**config.mk**
```make
export PLATFORM = sky130hd
export DESIGN_NAME = pwd_watchdog
export DESIGN_NICKNAME = d
export VERILOG_FILES = /design/src/pwd_pkg.sv /design/src/pwd_tick.sv /design/src/pwd_watchdog.sv
export SDC_FILE = /design/constraint.sdc
export NUM_CORES = 1
export LEC_CHECK = 0
export BUFFER_PORTS_ARGS = -buffer_cell sky130_fd_sc_hd__buf_2
export CORE_MARGIN = 8
export CORE_UTILIZATION = 44
export CTS_CLUSTER_SIZE = 30
export DETAILED_ROUTE_END_ITERATION = 6
export PLACE_DENSITY = 0.76
export SLEW_MARGIN = 20
export SYNTH_ARGS = -nofsm -noshare
export SYNTH_HDL_FRONTEND = slang
export SYNTH_SLANG_ARGS = --single-unit
```
**constraint.sdc**
```tcl
create_clock -name clk -period 2.6 [get_ports clk]
set_input_delay 0.13 -clock clk [delete_from_list [all_inputs] [get_ports clk]]
set_output_delay 0.13 -clock clk [all_outputs]
set_load 0.005 [all_outputs]
```
**src/pwd_pkg.sv**
```systemverilog
/*
  constants and carrier types for the supervision block of a four-port power controller.
  assumes the serial interface front end delivers decoded register reads and writes on clk.
*/
package pwd_pkg;
  localparam logic [7:0] ADDR_PUSH    = 8'h1A;
  localparam logic [7:0] ADDR_ID      = 8'h1B;
  localparam logic [7:0] ADDR_FLAGS   = 8'h1C;
  localparam logic [7:0] ADDR_WDOG    = 8'h1E;
  localparam logic [7:0] ADDR_SWMODE  = 8'h1F;
  localparam logic [7:0] ADDR_PROG    = 8'h23;
  localparam logic [7:0] ADDR_HPRSV   = 8'h24;
  localparam logic [7:0] ADDR_RSVD    = 8'h25;
  localparam int         BIT_IRQ_CLR  = 7;
  localparam int         BIT_CHIP_RST = 4;
  localparam int         BIT_WD_EN    = 7;
  localparam int         BIT_WD_IRQ   = 6;
  localparam int         BIT_LARGE_C  = 5;
  localparam int         BIT_DETECTION_BYPASS_ALLOW   = 4;
  localparam int         BIT_OSC_MSK  = 3;
  localparam logic [7:0] RST_FLAGS    = 8'h00;
  localparam logic [7:0] RST_WDOG     = 8'h00;
  localparam logic [7:0] RST_SWMODE   = 8'h00;
  localparam logic [7:0] RST_PROG     = 8'h04;
  localparam logic [7:0] SWMODE_WMASK = 8'hDF;
  localparam logic [7:0] PROG_WMASK   = 8'h3F;
  localparam logic [1:0] MODE_SHUT    = 2'h0;
  localparam logic [1:0] MODE_AUTO    = 2'h3;
  localparam int         CLK_HZ       = 50000000;
  localparam int         TICK_MS      = 164;
  localparam int         TICK_CYC     = (CLK_HZ / 1000) * TICK_MS;
  localparam int         NPORT        = 4;
  // analog threshold in nano-amps: base plus step per code
  localparam int         AC_BASE_NA   = 226680;
  localparam int         AC_STEP_NA   = 28330;

  typedef struct packed {
    logic       wr;
    logic       rd;
    logic [7:0] addr;
    logic [7:0] wdata;
  } pwd_req_t;

  typedef struct packed {
    logic       large_cap;
    logic       det_bypass;
    logic       osc_mask;
    logic [2:0] ac_thresh;
  } pwd_prog_t;

  typedef enum logic [2:0] {
    ST_IDLE = 3'b001,
    ST_RUN  = 3'b010,
    ST_HW   = 3'b100
  } pwd_state_t;
endpackage : pwd_pkg

```
**src/pwd_tick.sv**
```systemverilog
/*
  tick divider: one-cycle enable every period.
  assumes a free running clk and synchronous active-high clear.
*/
module pwd_tick #(
  parameter int PERIOD = pwd_pkg::TICK_CYC
) (
  input  wire logic clk,
  input  wire logic sys_rst,
  input  wire logic clear,
  output logic      tick
);
  import pwd_pkg::*;
  logic [31:0] cnt_reg;

  always_ff @(posedge clk) begin
    if (sys_rst || clear) begin
      cnt_reg <= 32'h0;
      tick    <= 1'b0;
    end else if (cnt_reg == 32'(PERIOD - 1)) begin
      cnt_reg <= 32'h0;
      tick    <= 1'b1;
    end else begin
      cnt_reg <= cnt_reg + 32'h1;
      tick    <= 1'b0;
    end
  end
endmodule : pwd_tick

```
**src/pwd_watchdog.sv**
```systemverilog
/*
  watchdog takeover, global pushbuttons, id and program registers.
  assumes decoded single-cycle register requests from the serial front end and
  software power-on / mode-change requests from the port controllers.
*/
module pwd_watchdog #(
  parameter int         TICK_PERIOD = pwd_pkg::TICK_CYC,
  parameter logic [4:0] DEV_CODE    = 5'h05, // arbitrary value
  parameter logic [2:0] REV_CODE    = 3'h1   // arbitrary value
) (
  input  wire logic                        clk,
  input  wire logic                        sys_rst,
  input  wire pwd_pkg::pwd_req_t           req,
  input  wire logic [3:0]                  pwr_on_req,
  input  wire logic [3:0]                  mode_chg_req,
  input  wire logic [7:0]                  mode_chg_val,
  input  wire logic                        oscillator_failure_flag_in,
  output logic [7:0]                       rdata,
  output logic                             rvalid,
  output logic [7:0]                       port_mode,
  output logic [3:0]                       port_pwr_on,
  output logic [3:0]                       port_soft_rst,
  output logic                             irq_clear,
  output logic                             wd_irq,
  output logic                             hw_control,
  output pwd_pkg::pwd_prog_t               prog_out,
  output logic                             oscillator_failure_flag
);
  import pwd_pkg::*;

  logic [7:0] hw_control_flag_reg;
  logic [7:0] watchdog_count_reg;
  logic [7:0] switch_mode_reg;
  logic [7:0] program_reg;
  logic       chip_rst_reg;
  logic       tick;
  logic       rst_all;
  logic       wr_push;
  logic       wr_wdog;
  logic       wr_swmode;
  logic       wr_prog;
  logic       rd_flags;
  logic       wd_en;
  logic       expiry;
  logic [3:0] refused;
  logic [7:0] flags_next;
  logic [2:0] osc_sync_reg;
  pwd_state_t state_reg;

  // chip reset button acts one cycle later as a full synchronous reset
  assign rst_all   = sys_rst || chip_rst_reg;
  assign wr_push   = req.wr && req.addr == ADDR_PUSH;
  assign wr_wdog   = req.wr && req.addr == ADDR_WDOG;
  assign wr_swmode = req.wr && req.addr == ADDR_SWMODE;
  assign wr_prog   = req.wr && req.addr == ADDR_PROG;
  assign rd_flags  = req.rd && req.addr == ADDR_FLAGS;
  assign wd_en     = switch_mode_reg[BIT_WD_EN];
  // entry into hardware control happens once, when the count first hits zero
  assign expiry    = state_reg == ST_RUN && watchdog_count_reg == 8'h00 && !wr_wdog;
  assign refused   = (state_reg == ST_HW) ? pwr_on_req : 4'h0;

  pwd_tick #(
    .PERIOD (TICK_PERIOD)
  ) u_tick (
    .clk     (clk),
    .sys_rst (rst_all),
    .clear   (!wd_en),
    .tick    (tick)
  );

  always_ff @(posedge clk) begin
    if (sys_rst) begin
      chip_rst_reg <= 1'b0;
    end else begin
      chip_rst_reg <= wr_push && req.wdata[BIT_CHIP_RST];
    end
  end

  // pushbuttons are pulses; nothing is stored, so they read back as cleared
  always_ff @(posedge clk) begin
    if (rst_all) begin
      irq_clear     <= 1'b0;
      port_soft_rst <= 4'h0;
    end else begin
      irq_clear     <= wr_push && req.wdata[BIT_IRQ_CLR];
      port_soft_rst <= wr_push ? req.wdata[3:0] : 4'h0;
    end
  end

  always_ff @(posedge clk) begin
    if (rst_all) begin
      state_reg <= ST_IDLE;
    end else begin
      case (state_reg)
        ST_IDLE: if (wd_en) state_reg <= ST_RUN;
        ST_RUN: begin
          if (!wd_en) state_reg <= ST_IDLE;
          else if (expiry) state_reg <= ST_HW;
        end
        // leave takeover only by disabling, by a nonzero reload or by a reset
        ST_HW: begin
          if (!wd_en) state_reg <= ST_IDLE;
          else if (wr_wdog && req.wdata != 8'h00) state_reg <= ST_RUN;
        end
        default: state_reg <= ST_IDLE;
      endcase
    end
  end

  always_ff @(posedge clk) begin
    if (rst_all) begin
      watchdog_count_reg <= RST_WDOG;
    end else if (wr_wdog) begin
      watchdog_count_reg <= req.wdata;
    end else if (wd_en && tick && watchdog_count_reg != 8'h00) begin
      watchdog_count_reg <= watchdog_count_reg - 8'h01;
    end
  end

  always_ff @(posedge clk) begin
    if (rst_all) begin
      switch_mode_reg <= RST_SWMODE;
    end else if (wr_swmode) begin
      switch_mode_reg <= req.wdata & SWMODE_WMASK;
    end
  end

  always_ff @(posedge clk) begin
    if (rst_all) begin
      program_reg <= RST_PROG;
    end else if (wr_prog) begin
      program_reg <= req.wdata & PROG_WMASK;
    end
  end

  // set wins over the clear-on-read in the same cycle
  always_comb begin
    flags_next = rd_flags ? 8'h00 : hw_control_flag_reg;
    if (wd_en) begin
      if (expiry) flags_next[3:0] = 4'hF;
      flags_next[3:0] = flags_next[3:0] | refused;
    end
  end

  always_ff @(posedge clk) begin
    if (rst_all) begin
      hw_control_flag_reg <= RST_FLAGS;
    end else begin
      hw_control_flag_reg <= flags_next;
    end
  end

  always_ff @(posedge clk) begin
    if (rst_all) begin
      wd_irq <= 1'b0;
    end else begin
      wd_irq <= switch_mode_reg[BIT_WD_IRQ] && (|flags_next[3:0]) && wd_en;
    end
  end

  genvar gi;
  generate
    for (gi = 0; gi < NPORT; gi++) begin : g_port
      always_ff @(posedge clk) begin
        if (rst_all) begin
          port_mode[2*gi+:2]  <= MODE_SHUT;
          port_pwr_on[gi]     <= 1'b0;
        end else if (expiry && wd_en) begin
          port_mode[2*gi+:2]  <= switch_mode_reg[gi] ? MODE_AUTO : MODE_SHUT;
          port_pwr_on[gi]     <= 1'b0;
        end else begin
          if (mode_chg_req[gi] && state_reg != ST_HW) begin
            port_mode[2*gi+:2] <= mode_chg_val[2*gi+:2];
          end
          // a power-on request becomes a pulse only outside takeover
          port_pwr_on[gi] <= pwr_on_req[gi] && state_reg != ST_HW && !port_soft_rst[gi];
        end
      end
    end
  endgenerate

  always_ff @(posedge clk) begin
    if (rst_all) begin
      hw_control <= 1'b0;
      prog_out   <= '0;
    end else begin
      hw_control <= state_reg == ST_HW || expiry;
      prog_out   <= '{large_cap:  program_reg[BIT_LARGE_C],
                      det_bypass: program_reg[BIT_DETECTION_BYPASS_ALLOW],
                      osc_mask:   program_reg[BIT_OSC_MSK],
                      ac_thresh:  program_reg[2:0]};
    end
  end

  // external failure pin: three stages, accept when last two agree
  always_ff @(posedge clk) begin
    if (rst_all) begin
      osc_sync_reg            <= 3'h0;
      oscillator_failure_flag <= 1'b0;
    end else begin
      osc_sync_reg <= {osc_sync_reg[1:0], oscillator_failure_flag_in};
      if (osc_sync_reg[2] == osc_sync_reg[1]) begin
        oscillator_failure_flag <= osc_sync_reg[2] && !program_reg[BIT_OSC_MSK];
      end
    end
  end

  always_ff @(posedge clk) begin
    if (rst_all) begin
      rdata  <= 8'h00;
      rvalid <= 1'b0;
    end else begin
      rvalid <= req.rd;
      case (req.addr)
        ADDR_ID:     rdata <= {DEV_CODE, REV_CODE};
        ADDR_FLAGS:  rdata <= hw_control_flag_reg;
        ADDR_WDOG:   rdata <= watchdog_count_reg;
        ADDR_SWMODE: rdata <= switch_mode_reg;
        ADDR_PROG:   rdata <= program_reg;
        default:     rdata <= 8'h00;
      endcase
    end
  end

  wdog_reload_a: assert property (@(posedge clk) disable iff (rst_all)
    wr_wdog |=> watchdog_count_reg == $past(req.wdata)) else $error("count not loaded");
  wdog_hold_a: assert property (@(posedge clk) disable iff (rst_all)
    watchdog_count_reg == 8'h00 && !wr_wdog |=> watchdog_count_reg == 8'h00) else $error("count wrapped");
  wdog_dec_a: assert property (@(posedge clk) disable iff (rst_all)
    wd_en && tick && !wr_wdog && watchdog_count_reg != 8'h00 |=>
      watchdog_count_reg == $past(watchdog_count_reg) - 8'h01) else $error("no decrement");
  wdog_idle_a: assert property (@(posedge clk) disable iff (rst_all)
    !wd_en && !wr_wdog |=> $stable(watchdog_count_reg)) else $error("count moved");
  expiry_flag_a: assert property (@(posedge clk) disable iff (rst_all)
    expiry && wd_en |=> hw_control_flag_reg[3:0] == 4'hF) else $error("flags not set");
  expiry_mode_a: assert property (@(posedge clk) disable iff (rst_all)
    expiry && wd_en && switch_mode_reg[0] |=> port_mode[1:0] == MODE_AUTO) else $error("not auto");
  expiry_shut_a: assert property (@(posedge clk) disable iff (rst_all)
    expiry && wd_en && !switch_mode_reg[1] |=> port_mode[3:2] == MODE_SHUT) else $error("not shutdown");
  // a refused request while the enable is being dropped sets no flag, so the enable is part of the cause
  refuse_pwr_a: assert property (@(posedge clk) disable iff (rst_all)
    state_reg == ST_HW && wd_en && pwr_on_req[2] |=> !port_pwr_on[2] && hw_control_flag_reg[2])
    else $error("power on leaked");
  hold_mode_a: assert property (@(posedge clk) disable iff (rst_all)
    state_reg == ST_HW && !expiry |=> $stable(port_mode)) else $error("mode changed");
  flag_clear_a: assert property (@(posedge clk) disable iff (rst_all)
    rd_flags && !expiry && refused == 4'h0 |=> hw_control_flag_reg == 8'h00) else $error("flags kept");
  irq_gate_a: assert property (@(posedge clk) disable iff (rst_all)
    !switch_mode_reg[BIT_WD_IRQ] |=> !wd_irq) else $error("irq unmasked");
  push_pulse_a: assert property (@(posedge clk) disable iff (rst_all)
    port_soft_rst[0] && !(wr_push && req.wdata[0]) |=> !port_soft_rst[0]) else $error("button stuck");
  chip_rst_a: assert property (@(posedge clk) disable iff (sys_rst)
    chip_rst_reg |=> program_reg == RST_PROG && switch_mode_reg == 8'h00) else $error("map not reset");

  expiry_c: cover property (@(posedge clk) expiry && wd_en);
  refused_c: cover property (@(posedge clk) |refused && wd_en);
  reload_c: cover property (@(posedge clk) state_reg == ST_HW ##1 state_reg == ST_RUN);
endmodule : pwd_watchdog

```
# Yosys cells after proc, flatten, opt, wreduce, memory -nomap -nowiden
# Cells that the tools add are included.
# word_totals
ff_bits,100
in_bits,37
out_inout_bits,35
elab_cells,125
# classes
addsub,2
eq_ne,15
mux,27
bitwise,2
reduce_logical,51
# ops
cell,count
"8-bit by 5-bit equality test with 1-bit output, second input constant",5
8-bit case mux with 5 select lines,1
"32-bit by 1-bit adder with 32-bit output, second input constant",1
"32-bit by 23-bit equality test with 1-bit output, second input constant",1
1-bit logical AND,28
2-bit two-way mux,12
4-bit two-way mux,5
8-bit two-way mux,2
8-bit nonzero test,2
3-bit two-way mux,5
2-bit nonzero test,5
"3-bit != test, second input constant",3
3-bit case mux with 3 select lines,1
"8-bit by 6-bit equality test with 1-bit output, second input constant",1
8-bit logical NOT,1
"8-bit by 1-bit subtractor with 8-bit output, second input constant",1
1-bit logical NOT,7
2-bit OR reduction,3
4-bit OR,1
4-bit OR reduction,1
"3-bit by 1-bit equality test with 1-bit output, second input constant",1
"3-bit by 2-bit equality test with 1-bit output, second input constant",1
"3-bit equality test, second input constant",1
1-bit logical OR,3
5 further kinds,5

# Longest topological paths before layout
# logic_depth
ltp_word,11
depth_mapped,7
depth_no_buf,6

# Modules after synthesis
# A second synthesis with hierarchy kept.
# unflattened
cells_unflattened,485
hier_area_um2,4534.3
# by_module_without_submodules
module,instances,cells_each,area_each_um2,seq_area_each_um2
pwd_watchdog,1,299,2944.1,1341.3
pwd_tick,1,186,1590.3,660.6

# Least setup slack after synthesis
# OpenSTA, ideal clock, no wires.
# synth_path
path_kind,register to register
from,register u_tick.cnt_reg[24]
to,register u_tick.cnt_reg[23]
setup_time_ns,0.125
t_arrival_ns,1.963
t_required_ns,2.475
path_slack_ns,0.512
path_stages_with_launch,7
path_buffers,2
synth_period_minus_slack_ns,2.088
path_cell_list,dfxtp_1 > or4_1 > or4_1 > clkbuf_2 > o311ai_4 > buf_6 > a21oi_1
# synth_via
elab_chain_cells,2
# synth_rtl
item,line,rtl
start: declaration,pwd_tick.sv:14,logic [31:0] cnt_reg;
start signal: assignment,pwd_tick.sv:24,cnt_reg <= cnt_reg + 32'h1;
32-bit by 23-bit equality test with 1-bit output,pwd_tick.sv:20,end else if (cnt_reg == 32'(PERIOD - 1)) begin
2-bit OR reduction (no source line),-,
# Every way passes these cells.
# A chain may end at the register's enable or synchronous reset.

# Final worst setup path
# layout_path
from,register u_tick.cnt_reg[24]
to,register u_tick.cnt_reg[18]
# Same word-level chain as after synthesis.

==> metrics.yaml <==
status: "complete, no violations"
die_w_um: 116
layout.nets: 596
num_rows: 36
rsz0062_at_grt: "no"
postCtsHoldBufs: 2
p_leak_nw: 1.85
hpwlAfterDp_mm: 8.37
min_period_over_period_pct: 85.6
clk_pin_slew_worst_paths_ps: 90
core-area_mm2: 0.00973
layout_common_cells: "dfxtp_1 (100), buf_2 (71), a21oi_1 (51)"
synth.area.top_cells: "dfxtp_1 (46%), a21oi_1 (5.8%), nand3_1 (3.8%), mux2i_1 (3.4%), nand2_1 (3.0%)"
dp.cells: 676
hp-class: "input pin to register"
drt_iter0_drc: 325
cts_sinks: 100
cts_tree: "yes"
r2r-start: "u_tick.cnt_reg[24]$_SDFF_PP0_"
startpoint: "u_tick.cnt_reg[24]$_SDFF_PP0_"
arrival_ps: 2460
r2r_end: "u_tick.cnt_reg[18]$_SDFF_PP0_"
fmax_mhz: 449
clk_latency_ps: 360
dpl_cell_area_mm2: 0.00485
fin_crit_ps: 2230
num_vias: 4092
final_area_mm2: 0.00511
grt_antenna_before_repair: 0
die-height_um: 116
synthCells: 492
max-cap-violations: 0
synth_edf_count: 0
yosysWarningCount: 0
area.growth.synth_to_final_pct: 16.6
dominantRegCellSynth: "dfxtp_1"
synth_cell_types: 56
finalSetupViolCount: 0
synth.top_cell.area_share_pct: 45.7
cts_buffer_depth: 2
clock-skew-final_ps: 12.8
power_density_mw_per_mm2: 562
ant_nets: 0
reg2reg_slack_ps: 370
synthArstFlopShare_pct: 0
synth_top_cell_by_area: "dfxtp_1"
cts_max_level: 3
drive_gt1_share_pct: 18.9
gr-usage-all-layers_pct: 17.0
ioPinCount: 72
setup.worst_path.end_class: "register"
start_util_pct: 45.0
synthesis.area_mm2: 0.00438
hold_viol: 0
slew_headroom_pct: 45.0
grt_max_degree: 30
dr.pass1.iters: 5
overflow: 0
ir_drop_v: 0.000314
final_common_cell: "dfxtp_1"
finalWirelength_mm: 11.5
pre_cts_ws_ps: 405
syn_nets: 532
post_cts_resized: 0
path_class: "register to register"
grt_pass1_wl_mm: 18.4
r2r_cells: 5
finalWeightedCongestion: 0.916
clockRootBuffer: "clkbuf_8"
setup_tns_ps: 0
syn_area_per_cell_um2: 8.91
via_per_inst: 5.90
drc: 0
wire_per_inst_um: 16.6
synth-seq-cells: 100
cp-endpoint: "u_tick.cnt_reg[18]$_SDFF_PP0_"
cts_setup_buffers: 0
worst_slack_ps: 374
worst_setup_path_start_kind: "register"
synth_seq_area_share_pct: 45.7
cp_max_fo: 28
cts_buffers: 9
crit_required_ps: 2830
finalNonFillerCells: 694
grt_pass1_vias: 3819
largest_register_ffs: 32
die_area_mm2: 0.0134
portBuffers: 71
antenna_cells: 0
finalMaxSlewViolations: 0
worstMarginPinSlew_ps: 817
worst min-delay path by stage:
stage	slack, ps	start	end	cells past startpoint
3_5_place_dp	340	oscillator_failure_flag_in	osc_sync_reg[0]$_SDFF_PP0_	2
6_report	30	pwr_on_req[0]	hw_control_flag_reg[0]$_SDFF_PP0_	2
3_3_place_gp	340	oscillator_failure_flag_in	osc_sync_reg[0]$_SDFF_PP0_	2
5_1_grt	8	pwr_on_req[0]	hw_control_flag_reg[0]$_SDFF_PP0_	2
4_1_cts	7	pwr_on_req[0]	hw_control_flag_reg[0]$_SDFF_PP0_	2
2_1_floorplan	250	req[7]	irq_clear$_SDFF_PP0_	1
cell type report:
| class | instances | area (um2) |
|---|---|---|
| Multi-Input combinational cell | 359 | 2250 |
| Clock buffer | 10 | 138 |
| Timing Repair Buffer | 80 | 428 |
| Clock inverter | 6 | 109 |
| Fill cell | 916 | 4620 |
| Tap cell | 133 | 166 |
| Sequential cell | 100 | 2000 |
| Inverter | 6 | 22.5 |
stage by stage:
step | hold slack [ps] | power (mW) | util (%)
after floorplan | 252 | 1.64 | -
after global placement | 336 | 1.71 | 49.8
after detailed placement | 339 | 1.71 | 49.8
after CTS | 6.96 | 2.90 | 52.5
after global routing | 7.97 | 2.99 | 52.5
final | 31.9 | 2.88 | 52.5
power breakdown:
group / internal, mW / switching, mW
clock: 0.666 / 0.529
combinational: 0.0537 / 0.0756
sequential: 1.55 / 0.00592
kinds of logic after synthesis:
group,Yosys count,share of synthesized area (%)
xor gates and xnor gates,14,2.80
DFF,100,45.7
and+or+nand+nor,210,26.9
muxes,16,3.68
buffers and inverters,33,3.25
adders and majority gates,3,0.857
AOI/OAI and AO/OA,116,16.8
worst max-delay path, cell delays in order, from the launching register on:
cell      delay, ps
dfxtp_1         360
or4_1           520
or4_1           550
o311ai_4        260
buf_4           320
a21oi_1          80
per-layer routing:
metal | global-route usage, % | vias up | wire [um]
met5 | 0 | - | 0
met3 | 4.06 | 30 | 1140
li1 | - | 1958 | -
met2 | 27.4 | 206 | 5360
met1 | 20.6 | 1898 | 4670
met4 | 8.82 | 0 | 326
synth_stat cells (2+ instances only):
cell / n
o31ai_1: 17
buf_2: 2
a21oi_1: 51
and3_1: 5
buf_1: 2
ha_1: 3
a221oi_1: 3
nor3b_1: 2
xnor2_1: 5
nand2_1: 35
xor2_1: 9
nand3b_1: 2
and2_1: 20
or2_2: 2
a21o_1: 5
nor4b_1: 7
inv_1: 6
nand2b_1: 4
or4_1: 17
a221o_1: 2
or3_1: 8
o21ai_0: 15
a22oi_1: 4
nand4_1: 13
nor3_1: 6
o211ai_1: 3
dfxtp_1: 100
nand3_1: 33
buf_6: 2
nor2_1: 31
and4_1: 4
nor4_1: 11
nor2b_1: 2
a32oi_1: 2
mux2i_1: 15
clkbuf_1: 20
a31oi_1: 5
Power figures use the tool's default switching activity.
